--- src/adc_defines.vh ---
/*
 * Register offsets, field positions, reset values and timing counts
 * for the antenna diversity and converter control block.
 * Assumes it is included once per design file by its bare name.
 */
`ifndef ADC_DEFINES_VH
`define ADC_DEFINES_VH

// ==========================================================
// Register offsets
// ==========================================================
`define ADC_OFF_CFG_INDEX   8'h18
`define ADC_OFF_CFG_DATA    8'h19
`define ADC_OFF_ANT_CTRL    8'h1A
`define ADC_OFF_APPROX      8'h1B
`define ADC_OFF_RSSI_LIMIT  8'h1C

// ==========================================================
// Field positions
// ==========================================================
`define ADC_BIT_BUSY        7
`define ADC_BIT_LOCKED      6
`define ADC_BIT_SEL_OUT     5
`define ADC_BIT_SWITCH      4
`define ADC_BIT_SW_EN       3
`define ADC_BIT_DAC_MODE    2
`define ADC_BIT_SRC_SEL     1
`define ADC_BIT_START       0
`define ADC_BIT_ACTIVE      7
`define ADC_BIT_EXT_START   7
`define ADC_BIT_EXT_EN      6
`define ADC_BIT_APPROX_EN   5
`define ADC_BIT_PIN_FUNC    7

// ==========================================================
// Indirect register indices
// ==========================================================
`define ADC_IDX_CONV_CFG    6'h19
`define ADC_IDX_ANT_CFG     6'h1E

// ==========================================================
// Reset values
// ==========================================================
`define ADC_RST_ANT_CTRL    8'h00
`define ADC_RST_CFG_INDEX   6'h00
`define ADC_RST_LIMIT       7'h00

// ==========================================================
// Converter modes
// ==========================================================
`define ADC_MODE_INT_A      3'h0
`define ADC_MODE_INT_B      3'h1
`define ADC_MODE_INT_C      3'h2
`define ADC_MODE_EXT        3'h3
`define ADC_MODE_DAC        3'h4
`define ADC_MODE_RSVD       3'h7

// ==========================================================
// Timing: approximation step time in ns and its cycle count
// ==========================================================
`define ADC_STEP_NS         16
`define ADC_CLK_NS          8
`define ADC_STEP_CYC        ((`ADC_STEP_NS + `ADC_CLK_NS - 1) / `ADC_CLK_NS)

`endif

--- src/adc_sar_engine.v ---
/*
 * Successive approximation engine: seven steps, one bit per step,
 * driven by an external comparator result.
 * Assumes the comparator input is synchronous to ref_clk.
 */
`include "adc_defines.vh"
`default_nettype none

module adc_sar_engine #(
   parameter WIDTH    = 7,
   parameter STEP_CYC = `ADC_STEP_CYC
) (
   input  wire             ref_clk,
   input  wire             rstn,
   input  wire             start,
   input  wire             comp_in,
   output reg              busy_ff,
   output reg  [WIDTH-1:0] value_ff
);

   // ==========================================================
   // Step state
   // ==========================================================
   reg [3:0]       bit_ff;
   reg [7:0]       wait_ff;
   reg [WIDTH-1:0] nxt_value;

   // Comparator result into the current bit, trial one into the next lower bit
   always @* begin
      nxt_value = value_ff;
      nxt_value[bit_ff[2:0]] = comp_in;
      if (bit_ff != 4'h0)
         nxt_value[bit_ff[2:0] - 3'h1] = 1'b1;
   end

   // Start ignored while busy; step timer and bit walk
   always @(posedge ref_clk or negedge rstn) begin
      if (!rstn) begin
         busy_ff  <= 1'b0;
         bit_ff   <= 4'h0;
         wait_ff  <= 8'h00;
         value_ff <= {WIDTH{1'b0}};
      end else if (!busy_ff) begin
         if (start) begin
            busy_ff  <= 1'b1;
            bit_ff   <= WIDTH[3:0] - 4'h1;
            wait_ff  <= STEP_CYC[7:0];
            value_ff <= {1'b1, {(WIDTH-1){1'b0}}};
         end
      end else if (wait_ff != 8'h01) begin
         wait_ff <= wait_ff - 8'h01;
      end else begin
         value_ff <= nxt_value;
         wait_ff  <= STEP_CYC[7:0];
         if (bit_ff == 4'h0)
            busy_ff <= 1'b0;
         else
            bit_ff <= bit_ff - 4'h1;
      end
   end

endmodule

`default_nettype wire

--- src/adc_antenna_ctrl.v ---
/*
 * Antenna diversity and converter control register slice with an
 * indirect configuration port, antenna select pins and converter control.
 * Assumes a simple one-cycle register port and synchronous inputs.
 */
// Our own choices: the register offsets and the address-and-strobe port.
`include "adc_defines.vh"
`default_nettype none

module adc_antenna_ctrl #(
   parameter IDX_COUNT = 64
) (
   input  wire       ref_clk,
   input  wire       rstn,
   input  wire [7:0] reg_addr,
   input  wire [7:0] reg_wdata,
   input  wire       reg_wr,
   input  wire       reg_rd,
   output reg  [7:0] reg_rdata_ff,
   input  wire       receive_start_bit,
   input  wire       carrier_detect,
   input  wire       antenna_criteria_met,
   input  wire       diversity_antenna,
   input  wire       bus_mode_strap,
   input  wire       comparator_in,
   input  wire       ext_conv_done,
   input  wire [6:0] ext_approx_in,
   output reg        antenna_select_out_ff,
   output reg        antenna_select_out_n_ff,
   output reg        antenna_pins_active_ff,
   output reg        analog_input_sel_ff,
   output reg  [6:0] approx_pins_ff,
   output reg        approx_pins_drive_ff,
   output reg        rssi_above_limit_ff,
   output reg  [2:0] converter_mode_ff
);

   // ==========================================================
   // Storage
   // ==========================================================
   reg [5:0] cfg_index_ff;
   reg [7:0] cfg_mem_ff [0:IDX_COUNT-1];
   reg       busy_flag_ff;
   reg       locked_flag_ff;
   reg       switch_bit_ff;
   reg       switch_en_ff;
   reg       dac_sel_ff;
   reg       src_sel_ff;
   reg       start_bit_ff;
   reg [6:0] rssi_limit_ff;
   reg [6:0] dac_value_ff;
   reg       rx_start_d_ff;
   reg       sar_busy_d_ff;
   wire      sar_busy;
   wire [6:0] sar_value;
   integer   i;

   // Decode mode from the four mode bits
   function [2:0] decode_mode;
      input dac;
      input ext;
      input sar_en;
      input ext_start;
      begin
         if (dac)
            decode_mode = sar_en ? `ADC_MODE_DAC : `ADC_MODE_RSVD;
         else if (ext)
            decode_mode = sar_en ? `ADC_MODE_RSVD : `ADC_MODE_EXT;
         else if (!sar_en)
            decode_mode = ext_start ? `ADC_MODE_RSVD : `ADC_MODE_INT_A;
         else
            decode_mode = ext_start ? `ADC_MODE_INT_C : `ADC_MODE_INT_B;
      end
   endfunction

   // Internal mode test
   function is_internal;
      input [2:0] mode;
      begin
         is_internal = (mode == `ADC_MODE_INT_A) ||
                       (mode == `ADC_MODE_INT_B) ||
                       (mode == `ADC_MODE_INT_C);
      end
   endfunction

   // ==========================================================
   // Mode and pin function decode
   // ==========================================================
   wire [7:0] conv_cfg = cfg_mem_ff[`ADC_IDX_CONV_CFG];
   wire [7:0] ant_cfg  = cfg_mem_ff[`ADC_IDX_ANT_CFG];
   wire [2:0] mode_now = decode_mode(dac_sel_ff,
                                     conv_cfg[`ADC_BIT_EXT_EN],
                                     conv_cfg[`ADC_BIT_APPROX_EN],
                                     conv_cfg[`ADC_BIT_EXT_START]);
   wire       internal_mode = is_internal(mode_now);
   wire       dac_mode = (mode_now == `ADC_MODE_DAC);
   wire       pin_func = ant_cfg[`ADC_BIT_PIN_FUNC];
   // Pins act as antenna select unless strap is set and both function bit and switch enable are clear
   wire       pins_active = switch_en_ff | pin_func | ~bus_mode_strap;
   // Software control when enabled, else diversity decision
   wire       ant_level = switch_en_ff ? switch_bit_ff
                                       : diversity_antenna;

   wire wr_ctrl   = reg_wr && (reg_addr == `ADC_OFF_ANT_CTRL);
   wire wr_approx = reg_wr && (reg_addr == `ADC_OFF_APPROX);
   wire wr_data   = reg_wr && (reg_addr == `ADC_OFF_CFG_DATA);
   // Start only on a one written; zero is harmless
   wire start_req = wr_ctrl && reg_wdata[`ADC_BIT_START] &&
                    internal_mode;

   // ==========================================================
   // Conversion engine
   // ==========================================================
   adc_sar_engine #(
      .WIDTH    (7),
      .STEP_CYC (`ADC_STEP_CYC)
   ) u_sar (
      .ref_clk  (ref_clk),
      .rstn     (rstn),
      .start    (start_req),
      .comp_in  (comparator_in),
      .busy_ff  (sar_busy),
      .value_ff (sar_value)
   );

   wire [6:0] conv_value = (mode_now == `ADC_MODE_EXT) ? ext_approx_in
                                                       : sar_value;
   wire       conv_active = sar_busy;
   wire       conv_done = (sar_busy_d_ff & ~sar_busy) |
                          ((mode_now == `ADC_MODE_EXT) & ext_conv_done);

   // ==========================================================
   // Indirect configuration registers
   // ==========================================================
   always @(posedge ref_clk or negedge rstn) begin
      if (!rstn) begin
         cfg_index_ff <= `ADC_RST_CFG_INDEX;
         for (i = 0; i < IDX_COUNT; i = i + 1)
            cfg_mem_ff[i] <= 8'h00;
      end else begin
         if (reg_wr && (reg_addr == `ADC_OFF_CFG_INDEX))
            cfg_index_ff <= reg_wdata[5:0];
         if (wr_data)
            cfg_mem_ff[cfg_index_ff] <= reg_wdata;
      end
   end

   // ==========================================================
   // Control register and flags
   // ==========================================================
   always @(posedge ref_clk or negedge rstn) begin
      if (!rstn) begin
         locked_flag_ff <= 1'b0;
         switch_bit_ff  <= 1'b0;
         switch_en_ff   <= 1'b0;
         dac_sel_ff     <= 1'b0;
         src_sel_ff     <= 1'b0;
         start_bit_ff   <= 1'b0;
         busy_flag_ff   <= 1'b0;
         rx_start_d_ff  <= 1'b0;
         sar_busy_d_ff  <= 1'b0;
      end else begin
         rx_start_d_ff <= receive_start_bit;
         sar_busy_d_ff <= sar_busy;
         // Hardware only; writes ignored
         busy_flag_ff  <= carrier_detect;
         // Receive start wins over a lock in the same cycle
         if (receive_start_bit && !rx_start_d_ff)
            locked_flag_ff <= 1'b0;
         else if (antenna_criteria_met)
            locked_flag_ff <= 1'b1;
         if (wr_ctrl) begin
            switch_bit_ff <= reg_wdata[`ADC_BIT_SWITCH];
            switch_en_ff  <= reg_wdata[`ADC_BIT_SW_EN];
            dac_sel_ff    <= reg_wdata[`ADC_BIT_DAC_MODE];
            src_sel_ff    <= reg_wdata[`ADC_BIT_SRC_SEL];
            start_bit_ff  <= reg_wdata[`ADC_BIT_START];
         end
      end
   end

   // ==========================================================
   // Limit register and DAC value
   // ==========================================================
   always @(posedge ref_clk or negedge rstn) begin
      if (!rstn) begin
         rssi_limit_ff <= `ADC_RST_LIMIT;
         dac_value_ff  <= 7'h00;
      end else begin
         if (reg_wr && (reg_addr == `ADC_OFF_RSSI_LIMIT))
            rssi_limit_ff <= reg_wdata[6:0];
         if (wr_approx && dac_mode)
            dac_value_ff <= reg_wdata[6:0];
      end
   end

   // ==========================================================
   // Pin outputs
   // ==========================================================
   always @(posedge ref_clk or negedge rstn) begin
      if (!rstn) begin
         antenna_select_out_ff   <= 1'b0;
         antenna_select_out_n_ff <= 1'b1;
         antenna_pins_active_ff  <= 1'b0;
         analog_input_sel_ff     <= 1'b0;
         approx_pins_ff          <= 7'h00;
         approx_pins_drive_ff    <= 1'b0;
         rssi_above_limit_ff     <= 1'b0;
         converter_mode_ff       <= `ADC_MODE_INT_A;
      end else begin
         antenna_select_out_ff   <= ant_level;
         antenna_select_out_n_ff <= ~ant_level;
         antenna_pins_active_ff  <= pins_active;
         if (internal_mode)
            analog_input_sel_ff <= src_sel_ff;
         if (dac_mode)
            approx_pins_ff <= dac_value_ff;
         approx_pins_drive_ff    <= dac_mode;
         if (conv_done)
            rssi_above_limit_ff <= (conv_value >= rssi_limit_ff);
         converter_mode_ff       <= mode_now;
      end
   end

   // ==========================================================
   // Read data, one cycle after the strobe
   // ==========================================================
   always @(posedge ref_clk or negedge rstn) begin
      if (!rstn) begin
         reg_rdata_ff <= 8'h00;
      end else if (reg_rd) begin
         case (reg_addr)
            `ADC_OFF_CFG_INDEX:  reg_rdata_ff <= {2'b00, cfg_index_ff};
            `ADC_OFF_CFG_DATA:   reg_rdata_ff <= cfg_mem_ff[cfg_index_ff];
            `ADC_OFF_ANT_CTRL:   reg_rdata_ff <= {busy_flag_ff,
                                                  locked_flag_ff,
                                                  antenna_select_out_ff,
                                                  switch_bit_ff,
                                                  switch_en_ff,
                                                  dac_sel_ff,
                                                  src_sel_ff,
                                                  start_bit_ff};
            `ADC_OFF_APPROX:     reg_rdata_ff <= {conv_active,
                                                  conv_value};
            `ADC_OFF_RSSI_LIMIT: reg_rdata_ff <= {rssi_above_limit_ff,
                                                  rssi_limit_ff};
            default:             reg_rdata_ff <= 8'h00;
         endcase
      end else begin
         reg_rdata_ff <= 8'h00;
      end
   end

endmodule

`default_nettype wire

--- config.mk ---
export PLATFORM = sky130hd
export DESIGN_NAME = adc_antenna_ctrl
export DESIGN_NICKNAME = d
export VERILOG_FILES = /design/src/adc_sar_engine.v /design/src/adc_antenna_ctrl.v
export VERILOG_INCLUDE_DIRS = /design/src
export SDC_FILE = /design/constraint.sdc
export NUM_CORES = 1
export LEC_CHECK = 0
export BUFFER_PORTS_ARGS = -buffer_cell sky130_fd_sc_hd__buf_2
export CAP_MARGIN = 0
export CORE_MARGIN = 3
export CORE_UTILIZATION = 63
export DETAILED_ROUTE_END_ITERATION = 6
export MAX_ROUTING_LAYER = met4
export PLACE_DENSITY = 0.78
export REMOVE_ABC_BUFFERS = 1
export SLEW_MARGIN = 20
export SYNTH_ARGS = -nofsm -noshare
export SYNTH_HDL_FRONTEND = slang
export SYNTH_SLANG_ARGS = --single-unit
--- constraint.sdc ---
create_clock -name ref_clk -period 3.89 [get_ports ref_clk]
set_input_delay 0 -clock ref_clk [delete_from_list [all_inputs] [get_ports ref_clk]]
set_output_delay 0 -clock ref_clk [all_outputs]
set_load 0.02 [all_outputs]
**Yosys cells after proc, flatten, opt, wreduce, memory -nomap -nowiden**

Cells that the tools add are included.

- Output and inout port bits: 24
- Latch bits: 0
- Flip-flop bits (word level): 585
- Bits in read-only memories: 0
- Memory bits (writable): 0
- Memories kept: 0
- Bits of input ports: 34

- Muxes and demuxes: 39
- Multiply operators: 0
- Eq/ne operators: 12
- Bitwise gates (word level): 10
- Reductions and logical operators: 22
- Divide/modulo/power cells: 0
- Shifts and indexed selects: 0
- $lt $le $gt $ge: 7
- Add/sub/neg operators: 3

Operators with widths:

| kind | number |
|---|---|
| bitwise mux 512 bit | 1 |
| 2-to-1 mux 8 bit | 7 |
| binary-select mux 8 bit (select 6 bit) | 1 |
| demux 8 bit (select 6 bit) | 1 |
| equality test 8 x 5 -> 1 bit (second input constant) | 5 |
| case mux 8 bit (5 select lines) | 1 |
| 2-to-1 mux 7 bit | 5 |
| 2-to-1 mux 4 bit | 4 |
| 2-to-1 mux 3 bit | 5 |
| logical AND 1 bit | 12 |
| 2-to-1 mux 1 bit | 9 |
| < comparator 3 x 4 -> 1 bit (second input constant) | 2 |
| != test 8 x 1 -> 1 bit (second input constant) | 1 |
| subtractor 8 x 1 -> 8 bit (second input constant) | 1 |
| bitwise mux 7 bit | 1 |
| >= comparator 7 bit | 1 |
| >= comparator 7 bit (second input constant) | 1 |
| < comparator 7 x 1 -> 1 bit (second input constant) | 1 |
| NOT 6 -> 7 bit | 1 |
| bitwise OR 7 bit | 1 |
| demux 1 bit (select 3 bit) | 2 |
| equality test 3 x 2 -> 1 bit (second input constant) | 2 |
| >= comparator 3 x 1 -> 1 bit (second input constant) | 2 |
| logical NOT 4 bit | 1 |
| other kinds (16) | 25 |

**Logic depth before layout (Yosys ltp)**

- Depth after elaboration: 10
- Mapped depth: 12
- Gate-level depth less buffers: 12

**Cells and area by module**

From an unflattened synthesis, not the netlist that was laid out.

- Cells, all modules: 2071
- Area, all modules: 27775.4 µm²

Modules (own cells, without submodules):

| module | area each (µm²) | sequential area each (µm²) | cells an instance | instances |
|---|---|---|---|---|
| adc_antenna_ctrl | 26545.5 | 14139.8 | 1938 | 1 |
| adc_sar_engine | 1229.9 | 500.5 | 133 | 1 |

**Worst setup path after synthesis**

Ideal clock, no wire load.

- Kind: register to register
- Start point: register cfg_mem_ff (netlist bit conv_cfg[5])
- End point: register rssi_above_limit_ff
- Period minus slack after synthesis: 3.261 ns
- Cell stages (with the launch flop): 13
- Data required time: 3.762 ns
- Library setup time: 0.128 ns
- Setup slack: 0.629 ns
- Arrival time: 3.133 ns
- Cell sequence: dfrtp_1 inv_1 ha_1 or4b_2 a21oi_2 mux2i_1 ha_1 nand2b_1 a21o_1 a21o_1 a21o_1 a21oi_1 o21ai_0

- Longest elaborated chain between the ends: 6
- Elaborated cells on any way between the ends: 10

RTL lines:

| element | line | text |
|---|---|---|
| start: declaration | adc_antenna_ctrl.v:42 | `reg [7:0] cfg_mem_ff [0:IDX_COUNT-1];` |
| start signal: indexed assignment | adc_antenna_ctrl.v:144 | `cfg_mem_ff[cfg_index_ff] <= reg_wdata;` |
| 2-to-1 mux 3 bit, on equally long branches | n/a |  |
| 2-to-1 mux 3 bit | adc_antenna_ctrl.v:67 | `else if (ext)` |
| 2-to-1 mux 3 bit (*) | adc_antenna_ctrl.v:65 | `if (dac)` |
| equality test 3 x 2 -> 1 bit (no source line) (*) | n/a |  |
| 2-to-1 mux 7 bit or bitwise AND 1 bit (tied branches) | adc_antenna_ctrl.v:126, adc_antenna_ctrl.v:130 |  |
| >= comparator 7 bit or bitwise OR 1 bit (tied branches) | adc_antenna_ctrl.v:220, adc_antenna_ctrl.v:129 |  |
| end signal: assignment | adc_antenna_ctrl.v:220 | `rssi_above_limit_ff <= (conv_value >= rssi_limit_ff);` |
| end: declaration | adc_antenna_ctrl.v:34 | `output reg rssi_above_limit_ff,` |

Mark *: on every way between the ends. The rest lies on a longest branch, timed or not.
A chain may end at the register's enable or synchronous reset.

**Final worst setup path**

- Start point: register cfg_mem_ff (netlist bit conv_cfg[5])
- End point: register reg_rdata_ff[6]

- Longest elaborated chain between the ends: 7
- Elaborated cells on any way between the ends: 9

RTL lines:

| element | line | text |
|---|---|---|
| 2-to-1 mux 3 bit, on equally long branches | n/a |  |
| 2-to-1 mux 3 bit | adc_antenna_ctrl.v:67 |  |
| 2-to-1 mux 3 bit (*) | adc_antenna_ctrl.v:65 |  |
| equality test 3 x 2 -> 1 bit (no source line) (*) | n/a |  |
| 2-to-1 mux 7 bit (*) | adc_antenna_ctrl.v:126 | `` wire [6:0] conv_value = (mode_now == `ADC_MODE_EXT) ? ext_approx_in `` |
| case mux 8 bit (5 select lines) (*) | adc_antenna_ctrl.v:232 | `case (reg_addr)` |
| 2-to-1 mux 8 bit (*) | adc_antenna_ctrl.v:231 | `end else if (reg_rd) begin` |
| end signal: assignment | adc_antenna_ctrl.v:233 | `` `ADC_OFF_CFG_INDEX: reg_rdata_ff <= {2'b00, cfg_index_ff}; `` |
| end signal: assignment | adc_antenna_ctrl.v:234 | `` `ADC_OFF_CFG_DATA: reg_rdata_ff <= cfg_mem_ff[cfg_index_ff]; `` |
| end signal: assignment | adc_antenna_ctrl.v:235 | `` `ADC_OFF_ANT_CTRL: reg_rdata_ff <= {busy_flag_ff, `` |
| end: declaration | adc_antenna_ctrl.v:19 | `output reg [7:0] reg_rdata_ff,` |

Marked as above.

==> metrics.txt <==
fin. max-slew vios 0; Register Area 0.0146 sq mm; post-layout min period 3.66 ns; Peak VDD IR 0.405 mV; commonest non-fill, non-tap cell in the layout dfrtp_1; DRC Markers 0; status completed; initial detailed-routing violation count 1704; WS Path Type reg -> reg; core region area 0.0435 sq mm; CTS tree built; CP startpoint kind flip-flop; antenna violations before repair 1; RSZ-0062 raised after global routing false; top_reg_cell synth dfrtp_1; htree depth 2; initial core utilization 0.642; # fillers 2960; FF-to-FF End reg_rdata_ff[6]; Final GP Congestion 0.958; Post-Synth XOR/XNOR Area 0.000627; gr usage total 0.326; post-CTS setup buffers 0; Post-Syn Instances 2102; I/O pin count 58; Layout Cell Area excl Fill 0.0309 sq mm; post-synthesis average cell area 13.3 sq um; die area 0.0469 sq mm; Leak 15.0 nW; DR vias 18400; via-per-instance ratio 6.62; post-synthesis sequential area ratio 0.524; cells on worst reg2reg path 9; Num CTS Buffers 58; clock slew at reported path FFs 0.07 ns; largest family of logic cells by synthesized area multiplexers; Synth-to-Final Area Change 10.6%; yosys warns 0; worst r2r src conv_cfg[5]; Req. time, crit path 4.40 ns; die height 217 um; Routed WL 73500 um; first-pass GRT wire length 115000 um; mux contribution to synthesized area 0.277; antenna-violating nets left 0; CP endpoint kind flip-flop; TNS Setup 0 ns; commonest cells after routing, fill and taps aside dfrtp_1, mux2_2, mux2i_1, o22ai_1, buf_4; PD cells 411 mW/mm^2; final hold violations 0; DRT Pass-1 Iters 5; Mapped Area 0.0279 sq mm; DR WL/cell 26.4 um; DIE WIDTH 217 um; GRT overflow 0; compound-gate portion of the synthesized area 0.0928; Cell Rows 76; Seq cells post-synth 585; Max-slew headroom 0.327; adder-cell share of the synthesized area 0.00493; slew of the pin with the lowest slew margin 1.01 ns; largest net degree at the start of global routing 120; Post-synth EDFFs 0; Final setup viols 0; clock latency on the worst-skew pair 0.62 ns; nets@finish 2200; Unique masters post-synth 76; multi-input gate area in the final layout 0.0125 sq mm; CTS root buffer clkbuf_16; post-route clock period utilization 0.941; Longest Clk Path Bufs 3; reg2reg setup slack 0.23 ns; Max Fclk 273 MHz; Post-Synth Simple-Gate Area 0.0707; TritonCTS Sinks 585; DP Area 0.0289 sq mm; fin util 0.711; CP arrival 4.17 ns; number of global-route vias before repair 19100; I/O Buffers 57; Hold Crit Class in -> async; worst clock skew 0.0135 ns; fraction of layout cells with a size suffix above 1 0.398; CP Max Fanout 7; hpwl dp 48300 um; Async S/R FF share, synth 1.00; Max Cap Viol 0
## how the worst max path moves through the flow
stage | slack, ns | endpoint | from
after floorplan | -3.47 | reg_rdata_ff[0] | cfg_index_ff[2]
after global placement | 0.44 | rssi_above_limit_ff | conv_cfg[5]
after detailed placement | 0.40 | rssi_above_limit_ff | conv_cfg[5]
after CTS | 0.21 | reg_rdata_ff[6] | conv_cfg[5]
after global routing | 0.07 | reg_rdata_ff[6] | conv_cfg[5]
final | 0.23 | reg_rdata_ff[6] | conv_cfg[5]
## registers in the layout, summed over array words and instances (netlist names), 3 cells and up
signal,flops
rssi_limit_ff,7
u_sar.bit_ff,4
u_sar.value_ff,7
reg_rdata_ff,8
converter_mode_ff,3
dac_value_ff,7
approx_pins_ff,7
cfg_index_ff,6
ant_cfg,8
u_sar.wait_ff,8
conv_cfg,8
cfg_mem_ff,496
## layer usage
metal / vias up / GRT usage / wire length (um)
li1: 7930 / - / -
met1: 9592 / 0.433 / 30600
met2: 686 / 0.496 / 34300
met3: 197 / 0.0635 / 5410
met4: 0 / 0.139 / 3150
met5: - / - / 0
## worst max-delay path: stages, from the launching register on
cell,delay [ns]
dfrtp_1,0.45
inv_1,0.07
ha_1,0.33
or4b_2,0.72
a21oi_4,0.29
mux2_2,0.40
a21oi_1,0.13
dlygate4sd3_1,0.56
nand2_1,0.04
dlygate4sd3_1,0.55
## kinds of logic after synthesis
family	after synthesis
XOR/XNOR	2
buffers and inverters	183
flip-flops	585
AO/OA/AOI/OAI	364
multiplexers	696
adder cells (fa/ha/maj)	11
AND/OR/NAND/NOR	261
## area by class of cell
cell class	instances	area share
sequential	585	0.474
multi-input combinational	1334	0.404
clock buffer	95	0.0578
timing repair buffer	149	0.0363
tap	585	0.0237
inverter	27	0.00328
clock inverter	5	0.000891
antenna	2	0.000162
## timing repair
item / in CTS / in global routing
endpoints found under the setup margin: 0 / 1
endpoints found under the hold margin: 123 / 0
hold buffers: 18 / 0
resized for setup: 0 / 1
## cell usage after synthesis (all sizes together), types with 4 or more instances
| library cell | number | share of area |
|---|---|---|
| a221oi | 50 | 0.016 |
| o22a | 4 | 0.0013 |
| a221o | 18 | 0.0065 |
| a21oi | 50 | 0.0091 |
| nand4 | 4 | 0.00090 |
| a22o | 11 | 0.0035 |
| nor4b | 6 | 0.0024 |
| ha | 11 | 0.0049 |
| nor3 | 13 | 0.0025 |
| nor2 | 117 | 0.037 |
| clkbuf | 123 | 0.021 |
| mux2i | 129 | 0.046 |
| inv | 25 | 0.0034 |
| nand3 | 17 | 0.0037 |
| a21o | 8 | 0.0022 |
| a22oi | 54 | 0.015 |
| nand2 | 47 | 0.0086 |
| a31oi | 7 | 0.0016 |
| and3b | 4 | 0.0013 |
| mux2 | 563 | 0.23 |
| nor3b | 4 | 0.0015 |
| and2 | 5 | 0.0012 |
| buf | 32 | 0.0051 |
| dfrtp | 584 | 0.52 |
| and3 | 7 | 0.0016 |
| a32oi | 4 | 0.0013 |
| o21ai | 39 | 0.0070 |
| nor2b | 9 | 0.0020 |
| or3b | 6 | 0.0019 |
| nand2b | 5 | 0.0011 |
| o31ai | 4 | 0.0011 |
| mux4 | 4 | 0.0032 |
| o2bb2ai | 6 | 0.0019 |
| a211oi | 8 | 0.0022 |
| a211o | 10 | 0.0031 |
| o22ai | 71 | 0.016 |
## metrics by stage
step	instances	power [mW]	worst slack [ns]	hold WS, ns
3_3_place_gp	2662	7.34	0.438	0.110
3_5_place_dp	2662	7.37	0.397	0.112
6_report	2782	12.7	0.231	0.0225
5_1_grt	2781	13.1	0.0671	0.0264
2_1_floorplan	1946	6.89	-3.47	-0.296
4_1_cts	2780	12.7	0.206	0.00117
## power breakdown
part | leakage [nW] | total (mW) | internal (mW) | switching (mW)
Sequential | 8.12 | 6.29 | 6.17 | 0.116
Combinational | 6.03 | 1.00 | 0.314 | 0.688
Clock | 0.886 | 5.40 | 3.09 | 2.31
Total | 15.0 | 12.7 | 9.58 | 3.11
Note: power is estimated with default switching activity, not from simulation.
